`src/common/scl_pkg.sv`:
```
// shared constants and types of the serializer configuration latch port
package scl_pkg;
    localparam int NUM_CH = 4;
    localparam int CFG_ADDR_W = 4;
    localparam int CFG_DATA_W = 5;
    localparam int STAT_W = 9;
    // latch addresses on the configuration port
    localparam logic [3:0] LATCH_ADDR_CH_LAST = 4'h3;
    localparam logic [3:0] LATCH_ADDR_REINIT = 4'h4;
    localparam logic [3:0] LATCH_ADDR_GLOBAL_LATCH_WRITE_ENABLE = 4'h5;
    // apb byte offsets
    localparam logic [7:0] REG_STATUS = 8'h00;
    localparam logic [7:0] REG_MASK = 8'h04;
    localparam logic [7:0] REG_CFG = 8'h08;
    localparam logic [7:0] REG_CTRL = 8'h0C;
    // status field positions
    localparam int ST_PHASE_ERR_LSB = 0;
    localparam int ST_BIST_PASS_LSB = 4;
    localparam int ST_CFG_WRITE = 8;
    // ctrl register field positions
    localparam int CTRL_REINIT_LSB = 0;
    localparam int CTRL_GLOBAL_LATCH_WRITE_ENABLE_LSB = 4;
    localparam int CTRL_RANGE_LSB = 8;
    // last count of the 511-character self-test pass period
    localparam logic [8:0] BIST_LAST = 9'h1FE;
    typedef struct packed {
        logic src_ref;
        logic rate_double;
        logic selftest_dis;
        logic secondary_en;
        logic primary_en;
    } scl_chan_cfg_type;
    typedef enum logic [1:0] {
        RANGE_LOW = 2'b00,
        RANGE_MID = 2'b01,
        RANGE_HIGH = 2'b11
    } scl_range_type;
    localparam scl_chan_cfg_type CHAN_CFG_RST = 5'h04;
    localparam logic [3:0] REINIT_RST = 4'hF;
    localparam logic [3:0] GLOBAL_LATCH_WRITE_ENABLE_RST = 4'hF;
    localparam logic [STAT_W-1:0] MASK_RST = 9'h000;
endpackage

```
`src/scl_config_port.sv`:
```
// configuration latch port with apb status, mask and readback registers
`timescale 1ns/100ps

// What this block does
// half-rate reference samples channel inputs on both clock edges.
// half-rate reference updates channel outputs on both clock edges.
// three-level range select picks 195-400, 400-800 or 800-1500 MBd.
// write strobe loads 5-bit data into the latch the 4-bit address selects.
// reset returns every configuration latch to its initial value.
// each channel has clock source, rate, self-test and buffer reset latches.
// each channel has primary and secondary driver enable latches.
// clock source 0 captures with input clock, 1 with reference clock.
// clock output at reference rate for rate 0, double for rate 1.
// writing 0 to buffer reset realigns phase and clears the phase-slip source of path error.
// self-test enabled pulses error one character every 511 characters.
// writes to unimplemented latch addresses change nothing.
module scl_config_port
    import scl_pkg::*;
(
    // apb slave
    input wire logic pclk,
    input wire logic presetn,
    input wire logic psel,
    input wire logic penable,
    input wire logic pwrite,
    input wire logic [7:0] paddr,
    input wire logic [31:0] pwdata,
    output logic [31:0] prdata,
    output logic pready,
    output logic pslverr,
    output logic irq,
    // configuration pins, asynchronous
    input wire logic latch_write_strobe_n,
    input wire logic [CFG_ADDR_W-1:0] cfg_addr,
    input wire logic [CFG_DATA_W-1:0] cfg_data,
    input wire logic [NUM_CH*2-1:0] serial_rate_range_select,
    // datapath side, synchronous to pclk
    input wire logic [NUM_CH-1:0] tx_char_tick,
    input wire logic [NUM_CH-1:0] phase_buffer_slip,
    // per-channel control outputs
    output scl_chan_cfg_type [NUM_CH-1:0] chan_cfg,
    output logic [NUM_CH-1:0] capture_on_reference,
    output logic [NUM_CH-1:0] dual_edge_sample,
    output logic [NUM_CH-1:0] dual_edge_present,
    output logic [NUM_CH-1:0] tx_clock_output_double,
    output logic [NUM_CH*2-1:0] pll_range,
    output logic [NUM_CH-1:0] phase_realign,
    output logic [NUM_CH-1:0] tx_path_error
);
    // pin synchronisers
    logic strobe_n_s1_q;
    logic strobe_n_s2_q;
    logic strobe_n_s3_q;
    logic [CFG_ADDR_W-1:0] addr_s1_q;
    logic [CFG_ADDR_W-1:0] addr_s2_q;
    logic [CFG_DATA_W-1:0] data_s1_q;
    logic [CFG_DATA_W-1:0] data_s2_q;
    logic [NUM_CH*2-1:0] range_s1_q;
    logic [NUM_CH*2-1:0] range_s2_q;
    logic latch_we;
    // latches
    scl_chan_cfg_type [NUM_CH-1:0] cfg_q;
    logic [NUM_CH-1:0] reinit_q;
    logic [NUM_CH-1:0] global_latch_write_enable_q;
    logic [NUM_CH-1:0] realign_q;
    // error and self-test
    logic [NUM_CH-1:0] phase_err_q;
    logic [NUM_CH-1:0] bist_pulse_q;
    logic [8:0] bist_cnt_q [NUM_CH];
    // apb registers
    logic [STAT_W-1:0] status_q;
    logic [STAT_W-1:0] mask_q;
    logic [STAT_W-1:0] status_set;
    logic apb_wr;
    logic apb_rd;
    logic addr_ok;
    logic [NUM_CH*2-1:0] pll_range_d;

    always_ff @(posedge pclk or negedge presetn) begin
        if (!presetn) begin
            strobe_n_s1_q <= 1'b1;
            strobe_n_s2_q <= 1'b1;
            strobe_n_s3_q <= 1'b1;
            addr_s1_q <= '0;
            addr_s2_q <= '0;
            data_s1_q <= '0;
            data_s2_q <= '0;
            range_s1_q <= '0;
            range_s2_q <= '0;
        end else begin
            strobe_n_s1_q <= latch_write_strobe_n;
            strobe_n_s2_q <= strobe_n_s1_q;
            strobe_n_s3_q <= strobe_n_s2_q;
            addr_s1_q <= cfg_addr;
            addr_s2_q <= addr_s1_q;
            data_s1_q <= cfg_data;
            data_s2_q <= data_s1_q;
            range_s1_q <= serial_rate_range_select;
            range_s2_q <= range_s1_q;
        end
    end

    // write fires once on the strobe's falling edge
    assign latch_we = strobe_n_s3_q & ~strobe_n_s2_q;

    always_ff @(posedge pclk or negedge presetn) begin
        if (!presetn) begin
            reinit_q <= REINIT_RST;
            global_latch_write_enable_q <= GLOBAL_LATCH_WRITE_ENABLE_RST;
        end else if (latch_we) begin
            if (addr_s2_q == LATCH_ADDR_REINIT) begin
                reinit_q <= data_s2_q[NUM_CH-1:0];
            end
            if (addr_s2_q == LATCH_ADDR_GLOBAL_LATCH_WRITE_ENABLE) begin
                global_latch_write_enable_q <= data_s2_q[NUM_CH-1:0];
            end
        end
    end

    genvar ch;
    generate
        for (ch = 0; ch < NUM_CH; ch++) begin : g_ch
            logic sel;
            assign sel = latch_we && (addr_s2_q == CFG_ADDR_W'(ch));

            always_ff @(posedge pclk or negedge presetn) begin
                if (!presetn) begin
                    cfg_q[ch] <= CHAN_CFG_RST;
                end else if (sel && global_latch_write_enable_q[ch]) begin
                    cfg_q[ch] <= scl_chan_cfg_type'(data_s2_q);
                end
            end

            // a write of 0 to the buffer reset latch re-centres the buffer
            always_ff @(posedge pclk or negedge presetn) begin
                if (!presetn) begin
                    realign_q[ch] <= 1'b0;
                end else begin
                    realign_q[ch] <= latch_we && !data_s2_q[ch]
                        && (addr_s2_q == LATCH_ADDR_REINIT);
                end
            end

            // slip sets, realign clears; a slip in the same cycle wins
            always_ff @(posedge pclk or negedge presetn) begin
                if (!presetn) begin
                    phase_err_q[ch] <= 1'b0;
                end else if (phase_buffer_slip[ch]) begin
                    phase_err_q[ch] <= 1'b1;
                end else if (realign_q[ch]) begin
                    phase_err_q[ch] <= 1'b0;
                end
            end

            // one-character pass pulse every 511 characters
            always_ff @(posedge pclk or negedge presetn) begin
                if (!presetn) begin
                    bist_cnt_q[ch] <= '0;
                    bist_pulse_q[ch] <= 1'b0;
                end else if (cfg_q[ch].selftest_dis) begin
                    bist_cnt_q[ch] <= '0;
                    bist_pulse_q[ch] <= 1'b0;
                end else if (tx_char_tick[ch]) begin
                    bist_pulse_q[ch] <= (bist_cnt_q[ch] == BIST_LAST);
                    if (bist_cnt_q[ch] == BIST_LAST) begin
                        bist_cnt_q[ch] <= '0;
                    end else begin
                        bist_cnt_q[ch] <= bist_cnt_q[ch] + 9'h001;
                    end
                end
            end

            assign capture_on_reference[ch] = cfg_q[ch].src_ref;
            assign tx_clock_output_double[ch] = cfg_q[ch].rate_double;
            // a doubled output clock means the reference runs at half rate
            assign dual_edge_sample[ch] = cfg_q[ch].rate_double;
            assign dual_edge_present[ch] = cfg_q[ch].rate_double;
            assign phase_realign[ch] = realign_q[ch];
            assign tx_path_error[ch] = phase_err_q[ch] | bist_pulse_q[ch]
                | ~(cfg_q[ch].primary_en | cfg_q[ch].secondary_en);
            assign status_set[ST_PHASE_ERR_LSB+ch] = phase_buffer_slip[ch];
            assign status_set[ST_BIST_PASS_LSB+ch] =
                tx_char_tick[ch] && !cfg_q[ch].selftest_dis
                && (bist_cnt_q[ch] == BIST_LAST);
        end
    endgenerate

    // the mid level is the only legal code with differing bits
    always_comb begin
        for (int i = 0; i < NUM_CH; i++) begin
            unique case (range_s2_q[i*2 +: 2])
                RANGE_LOW: pll_range_d[i*2 +: 2] = RANGE_LOW;
                RANGE_MID: pll_range_d[i*2 +: 2] = RANGE_MID;
                RANGE_HIGH: pll_range_d[i*2 +: 2] = RANGE_HIGH;
                default: pll_range_d[i*2 +: 2] = RANGE_MID;
            endcase
        end
    end

    always_ff @(posedge pclk or negedge presetn) begin
        if (!presetn) begin
            pll_range <= '0;
        end else begin
            pll_range <= pll_range_d;
        end
    end

    assign chan_cfg = cfg_q;
    assign status_set[ST_CFG_WRITE] = latch_we && (addr_s2_q <= LATCH_ADDR_GLOBAL_LATCH_WRITE_ENABLE);

    // apb slave, zero wait states
    assign pready = 1'b1;
    assign addr_ok = (paddr == REG_STATUS) || (paddr == REG_MASK)
        || (paddr == REG_CFG) || (paddr == REG_CTRL);
    assign pslverr = psel && penable && !addr_ok;
    assign apb_wr = psel && penable && pwrite && addr_ok;
    assign apb_rd = psel && !penable && !pwrite;

    // sticky events, write one to clear, set beats clear
    always_ff @(posedge pclk or negedge presetn) begin
        if (!presetn) begin
            status_q <= '0;
        end else if (apb_wr && paddr == REG_STATUS) begin
            status_q <= (status_q & ~pwdata[STAT_W-1:0]) | status_set;
        end else begin
            status_q <= status_q | status_set;
        end
    end

    always_ff @(posedge pclk or negedge presetn) begin
        if (!presetn) begin
            mask_q <= MASK_RST;
        end else if (apb_wr && paddr == REG_MASK) begin
            mask_q <= pwdata[STAT_W-1:0];
        end
    end

    always_ff @(posedge pclk or negedge presetn) begin
        if (!presetn) begin
            irq <= 1'b0;
        end else begin
            irq <= |(status_q & mask_q);
        end
    end

    // read data latched in the setup cycle, valid in the access cycle
    always_ff @(posedge pclk or negedge presetn) begin
        if (!presetn) begin
            prdata <= '0;
        end else if (apb_rd) begin
            unique case (paddr)
                REG_STATUS: prdata <= 32'(status_q);
                REG_MASK: prdata <= 32'(mask_q);
                REG_CFG: prdata <= 32'(cfg_q);
                REG_CTRL: prdata <= 32'({range_s2_q, global_latch_write_enable_q, reinit_q});
                default: prdata <= '0;
            endcase
        end
    end
endmodule // scl_config_port

```
`config.mk`:
```
export PLATFORM = sky130hd
export DESIGN_NAME = scl_config_port
export DESIGN_NICKNAME = d
export VERILOG_FILES = /design/src/common/scl_pkg.sv /design/src/scl_config_port.sv
export SDC_FILE = /design/constraint.sdc
export NUM_CORES = 1
export LEC_CHECK = 0
export BUFFER_PORTS_ARGS = -buffer_cell sky130_fd_sc_hd__buf_2
export CAP_MARGIN = 20
export CORE_ASPECT_RATIO = 0.7
export CORE_MARGIN = 1
export CORE_UTILIZATION = 49
export CTS_BUF_LIST = sky130_fd_sc_hd__clkbuf_16
export DETAILED_ROUTE_END_ITERATION = 10
export PLACE_DENSITY = 0.77
export SLEW_MARGIN = 15
export SYNTH_ARGS = -nofsm -noshare
export SYNTH_HDL_FRONTEND = slang
export SYNTH_SLANG_ARGS = --single-unit
```
`constraint.sdc`:
```
create_clock -name pclk -period 1.99 [get_ports pclk]
set_input_delay 0.2985 -clock pclk [delete_from_list [all_inputs] [get_ports pclk]]
set_output_delay 0.2985 -clock pclk [all_outputs]
set_load 0.02 [all_outputs]
```
==> metrics.cfg <==
[clocking]
clock-sinks = 160
numCtsBuffers = 17
htree_levels = 4
path_clk_slew_ns = 0.06
tritoncts = done
clk_path_buf_depth = 2
root_buffer = clkbuf_16
clock_latency_ns = 0.41

[timing]
min_period_ns = 1.97
finalCritPeriodShare = 0.988
layout_setup_ws_ns = 0.0231
fmax_ghz = 0.508
slew_violations = 0
fin_skew_ns = 0.0111
hold_violations = 0
relSlewSlack = 0.582
max_slew.worst_pin.slew_ns = 0.627
rsz0062_at_grt = false
setup_viol = 0
tns_ns = 0

[critical_path]
critPathMaxStageDelay_ns = 0.51
timing.rr.end = chan_cfg[18]
worstPathRequired_ns = 2.29
crit_buf_inv = 1
critical_path_class = flip-flop to flip-flop
critical_path_arrival_ns = 2.26
crit_path_cell_trace = or3b_4 > nor3b_4 > buf_4 > and3_4 > mux2_2
crit_end = chan_cfg[18]
startpoint_type = flip-flop
cp_max_fo = 5
r2r-start = strobe_n_s3_q
critPathLaunch = strobe_n_s3_q
r2r.worst_path.cells = 5
rrSetupSlack_ns = 0.02
cpLargestDelayFamily = simple AND/OR/NAND/NOR gates
critPathCaptureType = flip-flop
crit_slowest_cell = dfstp_2
path_depth = 5

[final_layout]
register_area_um2 = 4020
instances_no_fill = 900
num_antenna_cells = 0
nFillCells = 991
multi_input_area_um2 = 2440
post-route-cell-area_um2 = 8320
area_growth_pct = 22.3
final_layout_size_suffix_gt1_frac = 0.351
finalNetCount = 781

[yosys]
synth.most_common_cell = dfrtp_1
syn-instance-count = 560
synth-simple-area-share = 0.123
ys_types = 57
synthFlopType = dfrtp_1
synth-async-reset-ratio = 1.00
ys_top_cells_by_area = dfrtp_1 53%, mux2_2 6.0%, dfstp_2 5.8%
synthXorXnorAreaFrac = 0.0296
avgSynthCellArea_um2 = 12.1
synth_top_area_cell = dfrtp_1
yosys-mux-area-fraction = 0.104
synth_top_family_by_area = simple AND/OR/NAND/NOR gates
ys_seq_area_frac = 0.592
synth_edf_count = 0
synth_compound_area_frac = 0.0758
netlist_area_um2 = 6800
ys_ff_latch = 160
synth_commonest_cells = 145 x dfrtp_1, 50 x nor2_1, 46 x nand2_1
synth_fa_ha_area_frac = 0.0147
synth_top_area_share = 0.534
ys.warnings.count = 0

[grt]
gr-total-overflow = 0
grt_pass1_vias = 4781
antenna_found_initial = 0
grt.total_usage = 0.234
grt_pass1_wl_um = 24900
grt_max_degree = 50

[placement]
dp.cells = 850
place_congestion = 0.879
io_buffers = 121
place_ws_ns = -0.171
hpwl_um = 11200
place_area_um2 = 7540

[detailed_routing]
via_per_inst = 5.35
dr.pass1.iters = 5
wl_per_cell_um = 17.6
routed_wl_um = 15900
dr_total_vias = 4817
drtIter0Drc = 411
drc = 0
ant_nets = 0

[die]
floorplan.rows = 35
fp.coreArea_um2 = 13400
die_w_um = 143
fp.dieH_um = 101
dieArea_um2 = 14400
start_util = 0.509
pin_count = 158

[job]
maxCapViolations = 0

[power]
p_leak_nw = 4.02
total_power_mw = 8.10
peakVddDrop_mv = 0.549
p_per_area_nw_per_um2 = 974

[hold_path]
min_path_type = input port to flip-flop

[run_status]
status = completed

==> layout by cell type, fill, tap and decap left out, types with 5 or more instances in the layout <==
master         count
or2_2              6
inv_1             26
o21ai_0           25
nor3_1             6
clkinv_4           6
dfstp_2           15
buf_2            120
xnor2_1            9
a21oi_1           13
buf_4             15
nand4_1           10
conb_1            13
mux2_2            36
ha_1               8
xor2_1            14
or3_1              5
nor2_1            49
mux4_2             9
nand3_1           10
clkbuf_16         17
dlygate4sd3_1     18
nand2_1           46
mux2i_1           10
dfrtp_1          145
a21o_1            12
==> routing by layer <==
metal | vias to the layer above | GRT usage | part of all wire
met1 | 2409 | 0.313 | 0.44
met5 | - | 0 | 0
met2 | 204 | 0.369 | 0.48
li1 | 2181 | - | -
met4 | 0 | 0.0670 | 0.010
met3 | 23 | 0.0727 | 0.065
==> worst min path at each step <==
stage          depth (start not counted)        endpoint                         from  slack (ns)
5_1_grt                                1   range_s1_q[5]  serial_rate_range_select[5]       0.002
3_5_place_dp                           1  bist_cnt_q[12]                      presetn        0.25
3_3_place_gp                           1  bist_cnt_q[13]                      presetn        0.24
6_report                               1   range_s1_q[5]  serial_rate_range_select[5]        0.02
2_1_floorplan                          0    addr_s1_q[0]                      presetn       0.003
4_1_cts                                1   range_s1_q[4]  serial_rate_range_select[4]      0.0004
==> worst reg2reg max path: cells and delay by family, from the launching register on <==
family | cells | cell delay (ns)
simple gates | 3 | 0.85
flops | 1 | 0.51
mux | 1 | 0.34
buf+inv | 1 | 0.15
==> power by group <==
group | switching [mW] | internal [mW]
sequential | 0.397 | 3.60
combinational | 0.557 | 0.462
clock | 1.35 | 1.74
total | 2.30 | 5.80
==> repair_timing <==
action | CTS | global route
pin swaps | 1 | 1
resized for setup | 6 | 3
hold endpoints to repair | 55 | 1
hold buffers | 17 | 1
setup endpoints to repair | 20 | 13
buffers inserted | 0 | 0
==> registers in the layout, indices dropped and copies added (netlist names), 5 cells and up <==
name / cells
range_s1_q: 8
pll_range: 8
prdata: 20
data_s2_q: 5
bist_cnt_q: 36
status_q: 9
chan_cfg: 16
data_s1_q: 5
range_s2_q: 8
mask_q: 9
==> layout make-up <==
class	instances	area share
flip-flops and latches	160	0.484
multi-input cells	340	0.293
repair buffers	157	0.116
clock buffers	17	0.0511
well taps	185	0.0278
clock inverters	15	0.0164
inverters	26	0.0117
==> stage by stage <==
stage / util / hold WS [ns]
floorplan: - / 0.00291
global placement: 0.565 / 0.240
detailed placement: 0.565 / 0.246
CTS: 0.621 / 0.000361
global route: 0.623 / 0.00243
finish: 0.623 / 0.0228
==> cell families after synthesis <==
group                      count (synthesis)
AOI/OAI and AO/OA                         77
xor gates and xnor gates                  23
adders and majority gates                  8
buffers and inverters                     71
DFF                                      160
muxes                                     55
other                                      2
and+or+nand+nor                          164
No activity file was read; power rests on OpenSTA's default activity.
